**config.mk**
```make
export PLATFORM = sky130hd
export DESIGN_NAME = supply_loss_fail_mode_supervisor
export DESIGN_NICKNAME = d
export VERILOG_FILES = /design/src/hdl/supervisor_pkg.sv /design/src/hdl/supply_loss_fail_mode_supervisor.sv
export SDC_FILE = /design/constraint.sdc
export NUM_CORES = 1
export LEC_CHECK = 0
export BUFFER_PORTS_ARGS = -buffer_cell sky130_fd_sc_hd__clkbuf_2
export CORE_ASPECT_RATIO = 0.6
export CORE_MARGIN = 4
export CORE_UTILIZATION = 35
export CTS_BUF_LIST = sky130_fd_sc_hd__clkbuf_16
export DETAILED_ROUTE_END_ITERATION = 10
export GPL_ROUTABILITY_DRIVEN = 0
export PLACE_DENSITY_LB_ADDON = 0.15
export SLEW_MARGIN = 10
export SYNTH_ARGS = -nofsm -noshare
export SYNTH_HDL_FRONTEND = slang
export SYNTH_SLANG_ARGS = --single-unit
```
**constraint.sdc**
```tcl
create_clock -name clk -period 5.8 [get_ports clk]
set_clock_uncertainty 0.2 [all_clocks]
set_input_delay 0.58 -clock clk [delete_from_list [all_inputs] [get_ports clk]]
set_output_delay 0.58 -clock clk [all_outputs]
set_load 0.02 [all_outputs]
```
**src/hdl/supervisor_pkg.sv**
```systemverilog
package supervisor_pkg;

  // ==========================================================
  // geometry
  localparam int CHANNELS      = 5;
  localparam int DIRECT_INPUTS = 4;
  localparam int FRAME_MOD     = 16;
  localparam int FAULT_KINDS   = 8;

  // ==========================================================
  // timing
  localparam int CLK_MHZ       = 200;
  localparam int DEGLITCH_US   = 200;
  localparam int DEGLITCH_CYC  = DEGLITCH_US * CLK_MHZ;
  localparam int WD_TIMEOUT_MS = 32;
  localparam int WD_TIMEOUT_CYC = WD_TIMEOUT_MS * 1000 * CLK_MHZ;

  // ==========================================================
  // status register #7 layout
  localparam int STATUS_REG_INDEX = 7;
  localparam int STATUS_W         = 8;
  localparam int SERIAL_FAIL_BIT  = 0;
  localparam int FAIL_REQ_BIT     = 1;
  localparam int FAIL_MODE_BIT    = 2;
  localparam logic [7:0] STATUS_RESET = 8'h00;

  // ==========================================================
  // modes
  typedef enum logic [1:0] {
    MODE_POWER_OFF = 2'b00,
    MODE_NORMAL    = 2'b01,
    MODE_FAIL      = 2'b10
  } mode_t;

  // supply and ground monitors
  typedef struct packed {
    logic bat_ok;
    logic logic_ok;
    logic gnd_ok;
  } supply_t;

  // one received serial frame, as seen at chip-select release
  typedef struct packed {
    logic        done;
    logic        toggle_bit;
    logic [15:0] bit_count;
  } frame_t;

  // fault reports: open load, short to battery, severe short to ground,
  // overcurrent, overtemperature, clock fail, undervoltage, overvoltage
  typedef logic [7:0] faults_t;

endpackage

```
**src/hdl/supply_loss_fail_mode_supervisor.sv**
```systemverilog
`timescale 1ns/1ps
`default_nettype none

module supply_loss_fail_mode_supervisor
  import supervisor_pkg::*;
#(
  parameter int DEGLITCH_CYCLES = DEGLITCH_CYC,
  parameter int WD_CYCLES       = WD_TIMEOUT_CYC
) (
  // clock and reset
  input  wire logic                     clk,
  input  wire logic                     rst,
  // supply monitors and pins
  input  wire supply_t                  supply_in,
  input  wire logic                     fail_mode_request_input,
  input  wire logic [DIRECT_INPUTS-1:0] direct_channel_inputs,
  input  wire logic                     reset_input_low_active,
  input  wire logic                     wake_state,
  // from pwm engine, serial core, diagnostics
  input  wire logic [CHANNELS-1:0]      pwm_channels,
  input  wire logic                     driver_setting,
  input  wire frame_t                   frame_in,
  input  wire faults_t                  faults_in,
  // outputs
  output logic      [CHANNELS-1:0]      power_channel_outputs,
  output logic                          external_driver_control_output,
  output logic                          clk_pin_out,
  output logic                          clk_pin_oe_n,
  output logic      [STATUS_W-1:0]      status_reg7,
  output var faults_t                   fault_report,
  output var mode_t                     mode
);

  if (DEGLITCH_CYCLES < 1 || WD_CYCLES < 1 || DIRECT_INPUTS > CHANNELS) begin : g_bad_counts
    $error("counts or widths out of range");
  end

  // ==========================================================
  // input synchronisers
  logic [2:0]               sup_s1_r, sup_s2_r;
  logic                     req_s1_r, req_s2_r, reset_input_low_active_s1_r, reset_input_low_active_s2_r;
  logic [DIRECT_INPUTS-1:0] din_s1_r, din_s2_r;

  always_ff @(posedge clk or posedge rst) begin
    if (rst) begin
      sup_s1_r  <= 3'h0;
      sup_s2_r  <= 3'h0;
      req_s1_r  <= 1'b0;
      req_s2_r  <= 1'b0;
      reset_input_low_active_s1_r <= 1'b0;
      reset_input_low_active_s2_r <= 1'b0;
      din_s1_r  <= '0;
      din_s2_r  <= '0;
    end else begin
      sup_s1_r  <= supply_in;
      sup_s2_r  <= sup_s1_r;
      req_s1_r  <= fail_mode_request_input;
      req_s2_r  <= req_s1_r;
      reset_input_low_active_s1_r <= reset_input_low_active;
      reset_input_low_active_s2_r <= reset_input_low_active_s1_r;
      din_s1_r  <= direct_channel_inputs;
      din_s2_r  <= din_s1_r;
    end
  end

  supply_t sup;
  assign sup = supply_t'(sup_s2_r);
  logic both_lost;
  assign both_lost = !sup.bat_ok && !sup.logic_ok;

  // ==========================================================
  // fail request deglitch, symmetric
  logic [31:0] dgl_cnt_r, dgl_cnt_nxt;
  logic        filtered_fail_request_r, filt_nxt;

  always_comb begin
    dgl_cnt_nxt = 32'h0000_0000;
    filt_nxt    = filtered_fail_request_r;
    if (req_s2_r != filtered_fail_request_r) begin
      dgl_cnt_nxt = dgl_cnt_r + 32'h0000_0001;
      if (dgl_cnt_r >= 32'(DEGLITCH_CYCLES - 1)) begin
        filt_nxt    = req_s2_r;
        dgl_cnt_nxt = 32'h0000_0000;
      end
    end
    // losing both supplies wipes the filter as well
    if (both_lost) begin
      filt_nxt    = 1'b0;
      dgl_cnt_nxt = 32'h0000_0000;
    end
  end

  // ==========================================================
  // serial frame checks and watchdog
  logic [31:0] wd_cnt_r, wd_cnt_nxt;
  logic        last_toggle_r, last_toggle_nxt;
  logic        comm_fault;
  logic        frame_good;
  logic        toggle_err, length_err, wd_expired;

  always_comb begin
    toggle_err = frame_in.done && (frame_in.toggle_bit == last_toggle_r);
    length_err = frame_in.done
                 && ((frame_in.bit_count % 16'(FRAME_MOD)) != 16'h0000
                     || frame_in.bit_count == 16'h0000);
    frame_good = frame_in.done && !toggle_err && !length_err;
    wd_expired = (wd_cnt_r >= 32'(WD_CYCLES - 1));
    comm_fault = toggle_err || length_err || wd_expired || !sup.logic_ok;
    last_toggle_nxt = frame_in.done ? frame_in.toggle_bit : last_toggle_r;
    if (frame_good || wd_expired) begin
      wd_cnt_nxt = 32'h0000_0000;
    end else begin
      wd_cnt_nxt = wd_cnt_r + 32'h0000_0001;
    end
    // power off forgets the toggle history, so the first frame after it must carry 1
    if (both_lost) begin
      last_toggle_nxt = 1'b0;
      wd_cnt_nxt      = 32'h0000_0000;
    end
  end

  // ==========================================================
  // mode and serial failure flag
  mode_t mode_nxt;
  logic  serial_failure_flag_r, sff_nxt;
  logic  fail_cause;

  always_comb begin
    fail_cause = filtered_fail_request_r || comm_fault;
    mode_nxt   = mode;
    sff_nxt    = serial_failure_flag_r;
    if (both_lost) begin
      mode_nxt = MODE_POWER_OFF;
      sff_nxt  = 1'b0;
    end else begin
      unique case (mode)
        MODE_POWER_OFF: begin
          mode_nxt = fail_cause ? MODE_FAIL : MODE_NORMAL;
        end
        MODE_NORMAL: begin
          if (fail_cause) begin
            mode_nxt = MODE_FAIL;
          end
        end
        MODE_FAIL: begin
          // leaving needs a good frame, no request and no fault in that same cycle
          if (!fail_cause && frame_good) begin
            mode_nxt = MODE_NORMAL;
            sff_nxt  = 1'b0;
          end
        end
        default: mode_nxt = MODE_POWER_OFF;
      endcase
      if (comm_fault) begin
        sff_nxt = 1'b1;
      end
    end
  end

  // ==========================================================
  // output steering
  logic [CHANNELS-1:0]      chan_nxt;
  logic                     drv_nxt, clk_nxt, clk_oe_n_nxt;
  logic [STATUS_W-1:0]      stat_nxt;
  faults_t                  flt_nxt;
  logic [CHANNELS-1:0]      direct_ext;

  assign direct_ext = {{(CHANNELS-DIRECT_INPUTS){1'b0}}, din_s2_r};

  always_comb begin
    chan_nxt = '0;
    if (mode_nxt == MODE_FAIL) begin
      chan_nxt = direct_ext;
    end else if (mode_nxt == MODE_NORMAL) begin
      chan_nxt = pwm_channels;
    end
    if (!sup.bat_ok || !sup.gnd_ok || both_lost) begin
      chan_nxt = '0;
    end
    // external driver runs from the logic supply, so battery loss leaves it alone
    drv_nxt = (mode_nxt == MODE_NORMAL) && driver_setting;
    clk_nxt = 1'b1;
    clk_oe_n_nxt = !(wake_state && !reset_input_low_active_s2_r && sup.bat_ok);
    stat_nxt = STATUS_RESET;
    stat_nxt[SERIAL_FAIL_BIT] = serial_failure_flag_r;
    stat_nxt[FAIL_REQ_BIT]    = req_s2_r;
    stat_nxt[FAIL_MODE_BIT]   = (mode == MODE_FAIL);
    flt_nxt = both_lost ? '0 : faults_in;
  end

  always_ff @(posedge clk or posedge rst) begin
    if (rst) begin
      dgl_cnt_r               <= 32'h0000_0000;
      filtered_fail_request_r <= 1'b0;
      wd_cnt_r                <= 32'h0000_0000;
      last_toggle_r           <= 1'b0;
      mode                    <= MODE_POWER_OFF;
      serial_failure_flag_r   <= 1'b0;
      power_channel_outputs   <= '0;
      external_driver_control_output <= 1'b0;
      clk_pin_out             <= 1'b0;
      clk_pin_oe_n            <= 1'b1;
      status_reg7             <= STATUS_RESET;
      fault_report            <= '0;
    end else begin
      dgl_cnt_r               <= dgl_cnt_nxt;
      filtered_fail_request_r <= filt_nxt;
      wd_cnt_r                <= wd_cnt_nxt;
      last_toggle_r           <= last_toggle_nxt;
      mode                    <= mode_nxt;
      serial_failure_flag_r   <= sff_nxt;
      power_channel_outputs   <= chan_nxt;
      external_driver_control_output <= drv_nxt;
      clk_pin_out             <= clk_nxt;
      clk_pin_oe_n            <= clk_oe_n_nxt;
      status_reg7             <= stat_nxt;
      fault_report            <= flt_nxt;
    end
  end
endmodule

`default_nettype wire

```
==> After elaboration in Yosys (flattened, before gate mapping) <==
Index checks and enable logic that the tools add are counted.
Widths: inputs -> output; s select.
{ "op_classes": {"n_addsub": 2, "magnitude_cmp": 2, "n_eq_ne": 6, "muxes": 23, "n_reduce_logical": 35} }
{ "op_table": {"columns": ["operator", "count"], "rows": [
  ["$mux 32", 5],
  ["$add 32x1->32 const B", 2],
  ["$ge 32x16->1 const B", 1],
  ["$ge 32x23->1 const B", 1],
  ["$logic_not 16->1", 1],
  ["$reduce_bool 16->1", 1],
  ["$mux 5", 3],
  ["$logic_and 1x1->1", 9],
  ["$mux 1", 9],
  ["$logic_not 1->1", 8],
  ["$logic_or 1x1->1", 8],
  ["$mux 2", 4],
  ["$mux 8", 1],
  ["$pmux 2 s3", 1],
  ["$reduce_bool 2->1", 3],
  ["$reduce_bool 3->1", 2],
  ["$eq 2x1->1 const B", 2],
  ["$eq 2x2->1 const B", 2],
  ["$reduce_and 2->1", 2],
  ["$logic_not 2->1", 1],
  ["$eq 1x1->1", 1],
  ["$ne 1x1->1", 1]
]} }
{ "totals": {"register_bits": 106, "in_bits": 44, "out_inout_bits": 26, "wordCells": 88} }

==> Logic depth before layout (Yosys ltp) <==
{ "depth": {"ltp_word": 16, "mapped_depth": 7, "mapped_depth_nobuf": 6} }

==> Least setup slack after synthesis <==
Ideal clock, no wire load.
{ "synth_timing": {"kind": "input-to-reg", "from": "input port frame_in[1] (netlist bit)", "to": "register power_channel_outputs[0]", "setup_time_ns": 0.079, "arrival_ns": 2.192, "required_ns": 5.521, "setup_slack_ns": 3.329, "cell_stages": 5, "n_path_buf": 0, "path_cell_list": "or4_1 > o21ai_0 > nand4_1 > a2111oi_4 > mux2i_1"} }
{ "synth_via": {"elab_chain_len": 16, "elab_cells_between_ends": 22, "classes_between": "eq/ne: 2; mux: 8; reduce/logical: 12"} }
{ "synth_lines": {"columns": ["item", "line", "rtl"], "rows": [
  ["start, declared", "supply_loss_fail_mode_supervisor.sv:22", "input wire frame_t frame_in,"],
  ["$reduce_bool 16->1 / $logic_not 16->1 (equally long branches)", "supply_loss_fail_mode_supervisor.sv:104, supply_loss_fail_mode_supervisor.sv:105", null],
  ["$logic_or 1x1->1 (*)", "supply_loss_fail_mode_supervisor.sv:105", "|| frame_in.bit_count == 16'h0000);"],
  ["$logic_and 1x1->1 (*)", "supply_loss_fail_mode_supervisor.sv:104", "&& ((frame_in.bit_count % 16'(FRAME_MOD)) != 16'h0000"],
  ["$logic_or 1x1->1 (3 in a row)", "supply_loss_fail_mode_supervisor.sv:108", "comm_fault = toggle_err || length_err || wd_expired || !sup.logic_ok;"],
  ["$logic_or 1x1->1", "supply_loss_fail_mode_supervisor.sv:129", "fail_cause = filtered_fail_request_r || comm_fault;"],
  ["$logic_not 1->1", "supply_loss_fail_mode_supervisor.sv:147", "if (!fail_cause && frame_good) begin"],
  ["$logic_and 1x1->1", "supply_loss_fail_mode_supervisor.sv:147", null],
  ["$mux 2", "supply_loss_fail_mode_supervisor.sv:147", null],
  ["$pmux 2 s3 (*)", "supply_loss_fail_mode_supervisor.sv:136", "unique case (mode)"],
  ["$mux 2 (*)", "supply_loss_fail_mode_supervisor.sv:132", "if (both_lost) begin"],
  ["$eq 2x1->1", "supply_loss_fail_mode_supervisor.sv:174", "end else if (mode_nxt == MODE_NORMAL) begin"],
  ["$mux 5", "supply_loss_fail_mode_supervisor.sv:174", null],
  ["$mux 5 (*)", "supply_loss_fail_mode_supervisor.sv:172", "if (mode_nxt == MODE_FAIL) begin"],
  ["$mux 5 (*)", "supply_loss_fail_mode_supervisor.sv:177", "if (!sup.bat_ok || !sup.gnd_ok || both_lost) begin"],
  ["named net chan_nxt[0]", "supply_loss_fail_mode_supervisor.sv:162", "logic [CHANNELS-1:0] chan_nxt;"],
  ["end signal, assigned", "supply_loss_fail_mode_supervisor.sv:212", "power_channel_outputs <= chan_nxt;"],
  ["end, declared", "supply_loss_fail_mode_supervisor.sv:25", "output logic [CHANNELS-1:0] power_channel_outputs,"]
]} }
Mark *: on every way through the listed nets, which the timed path passes. The rest lies on a longest branch.
A chain may end at the register's enable or synchronous reset.

==> Final worst setup path <==
{ "layout_timing": {"from": "register wd_cnt_r[0]", "to": "register wd_cnt_r[15]"} }
{ "layout_via": {"elab_chain_len": 4, "elab_cells_between_ends": 5, "classes_between": "add/sub: 1; order compare: 1; mux: 2; reduce/logical: 1"} }
{ "layout_lines": {"columns": ["item", "line", "rtl"], "rows": [
  ["start, declared", "supply_loss_fail_mode_supervisor.sv:95", "logic [31:0] wd_cnt_r, wd_cnt_nxt;"],
  ["start signal, assigned", "supply_loss_fail_mode_supervisor.sv:208", "wd_cnt_r <= wd_cnt_nxt;"],
  ["$ge 32x23->1", "supply_loss_fail_mode_supervisor.sv:107", "wd_expired = (wd_cnt_r >= 32'(WD_CYCLES - 1));"],
  ["$logic_or 1x1->1", "supply_loss_fail_mode_supervisor.sv:110", "if (frame_good || wd_expired) begin"],
  ["$mux 32 (*)", "supply_loss_fail_mode_supervisor.sv:110", null],
  ["$mux 32 (*)", "supply_loss_fail_mode_supervisor.sv:116", "if (both_lost) begin"],
  ["named net wd_cnt_nxt[15]", "supply_loss_fail_mode_supervisor.sv:95", null]
]} }
Marked as above.

==> out/qor.yml <==
sta:
  relSlewSlack_pct: 32.8
  finalCriticalPeriod_ns: 2.94
  fin_crit_sh_pct: 50.6
  worst_pin_slew_ns: 1.00
  slew_viol_final: 0
  fmax_mhz: 340
  setup_viol: 0
  rsz0062_at_grt: "no"
  hold_viol: 0
  tns_ns: 0
clock_network:
  cts_max_level: 3
  postCtsSetupBuffers: 0
  cts.path.max_buffers: 2
  cts_resized: 0
  clock_latency_ns: 0.34
  cts-buffers-inserted: 9
  ctsHoldBuffers: 0
  cts-root-buf: "clkbuf_16"
  clk_pin_slew_ns: 0.07
  cts.sinks: 106
  tritoncts: "built"
detailed_routing:
  wl_per_cell_microns: 12.5
  drc_errors: 0
  drtIter0Drc: 108
  drt-total-wl_microns: 7470
  first_pass_iters: 4
  via_per_inst: 4.33
  ant_nets: 0
  vias: 2587
power:
  clkPwrFrac_pct: 41.5
  p_comb_share_pct: 4.5
  power.switching_mw: 0.310
  p_leak_nw: 2.19
  power_density_nw_per_um2: 289
  internal_power_mw: 1.12
  switching_share_pct: 21.7
  seqPwrFrac_pct: 54.0
  p_total_mw: 1.43
  ir_drop_uv: 130
critical_path:
  worstSetupPathType: "register to register"
  critical_path.startpoint: "wd_cnt_r[0]$_DFF_PP0_"
  arrival_ns: 2.92
  end_kind: "register"
  critPathLaunchType: "register"
  required_ns: 5.78
  reg2reg_from: "wd_cnt_r[0]$_DFF_PP0_"
  path_max_fanout: 23
floorplan:
  boundaryPins: 70
  die_w_microns: 147
  core_sq_um: 11300
  die_h_microns: 91.6
  start_util_pct: 36.0
  row_count: 30
  die_area_sq_um: 13500
synth:
  yosys.area.top_type_share_pct: 64.4
  yosysUniqueCellTypes: 39
  ys_seq_area_share_pct: 65.0
  yosys.area.top_type: "dfrtp_1"
  ys_warn_count: 0
  avgSynthCellArea_sq_um: 12.0
  syn-cell-area_sq_um: 4080
  synth.area.top_cells: "dfrtp_1, nor2_1, xnor2_1, xor2_1, nand2_1"
  synth-seq-cells: 106
  synthCells: 339
final_layout:
  layout-drive-gt1-share_pct: 20.4
  final_cell_mix: "dfrtp_1, clkbuf_2, nor2_1"
  antenna_cells: 0
  regArea_sq_um: 2650
  final_common_cell: "dfrtp_1"
  multi_input_area_sq_um: 1440
  final_nets: 478
  areaGrowthSynthToFinish_pct: 21.3
  fill_cells: 1103
global_route:
  grt_remaining_overflow: 0
  grt_pass1_wl_microns: 12500
  gr-usage-all-layers_pct: 11.6
  grt_pass1_vias: 2649
  grt_start_max_net_pins: 68
  antenna_found_initial: 0
outcome:
  outcome: "finished, final reports clean"
placement:
  dp_hpwl_microns: 5360
  portBuffers: 64
hold_path:
  min_path_type: "primary input to async pin"
run:
  max_cap_violations: 0
-- power groups by stage --
stage	Combinational (mW)	Clock (mW)	Sequential, mW
after detailed placement	0.0666	0	0.786
after global placement	0.0655	0	0.785
after global routing	0.0739	0.646	0.774
final	0.0647	0.593	0.772
after CTS	0.0667	0.620	0.772
after floorplan	0.0308	0	0.793
-- cell usage after synthesis (all sizes together) --
cell type and n:
nor2 53, or2 2, nand3b 3, nor2b 1, nand2 26, nor3 5
and2 9, nand4b 1, mux2i 5, xnor2 18, conb 2, and4 2
ha 2, and3 8, nor4 11, a31oi 1, nor3b 1, a21oi 2
nand3 16, inv 9, or4b 1, dfrtp 105, a41oi 1, buf 8
o311a 1, a2111oi 3, clkbuf 4, or4 4, o21ai 4, xor2 17
nand4 11, o41ai 1, dfstp 1, a311oi 1
-- final timing paths --
kind | to | slack (ns) | cells past startpoint
max | wd_cnt_r[15]$_DFF_PP0_ | 2.86 | 6
min | dgl_cnt_r[17]$_DFF_PP0_ | 0.06 | 2
max reg2reg | wd_cnt_r[15]$_DFF_PP0_ | 2.86 | 6
min reg2reg | din_s2_r[3]$_DFF_PP0_ | 0.15 | 0
max in group asynchronous | wd_cnt_r[4]$_DFF_PP0_ | 4.15 | 3
min in group clk | reset_input_low_active_s1_r$_DFF_PP0_ | 0.14 | 1
-- state kept, by name (all words and copies together), names as in the netlist, 4 cells and up --
signal,cells
dgl_cnt_r,32
wd_cnt_r,32
fault_report,8
power_channel_outputs,5
din_s1_r,4
din_s2_r,4
-- area by class of cell --
cell class                      instances  area share (%)
Sequential cell                       106            53.6
Multi-Input combinational cell        241            29.0
Timing Repair Buffer                   65            6.62
Clock buffer                            9            4.55
Tap cell                              160            4.04
Clock inverter                          7            1.42
Inverter                                9           0.733
-- worst max-delay path, cell delays in order (launching register included) --
cell and delay, ns:
dfrtp_1 0.38, ha_1 0.20, nand3_1 0.22, o311a_1 0.45
nor4_4 0.46, nand4b_1 0.75, nor2_1 0.12
-- layer usage --
layer,GRT usage (%),up-vias,wire (microns)
met5,0,-,0
met4,4.19,0,122
met3,3.80,9,235
met2,17.3,30,3420
met1,16.0,1254,3690
li1,-,1294,-
-- logic make-up after synthesis --
family | after synthesis | synth area share (%)
compound gates | 14 | 3.80
xor+xnor | 35 | 7.51
fa+ha+maj | 2 | 0.613
buf+inv | 21 | 2.45
flops | 106 | 65.0
mux | 5 | 1.23
other cells | 2 | 0.184
simple gates | 154 | 19.2
-- per-stage QoR --
step	setup WS (ns)	utilization (%)	hold slack, ns	cell area, sq um	cells
floorplan	2.23	-	0.131	4190	368
CTS	2.84	43.7	0.0667	4950	597
detailed placement	2.80	41.1	0.136	4650	581
finish	2.86	43.7	0.0569	4950	597
global placement	2.88	41.1	0.132	4650	581
global route	2.66	43.7	0.0976	4950	597
(Power assumes the default switching activity.)
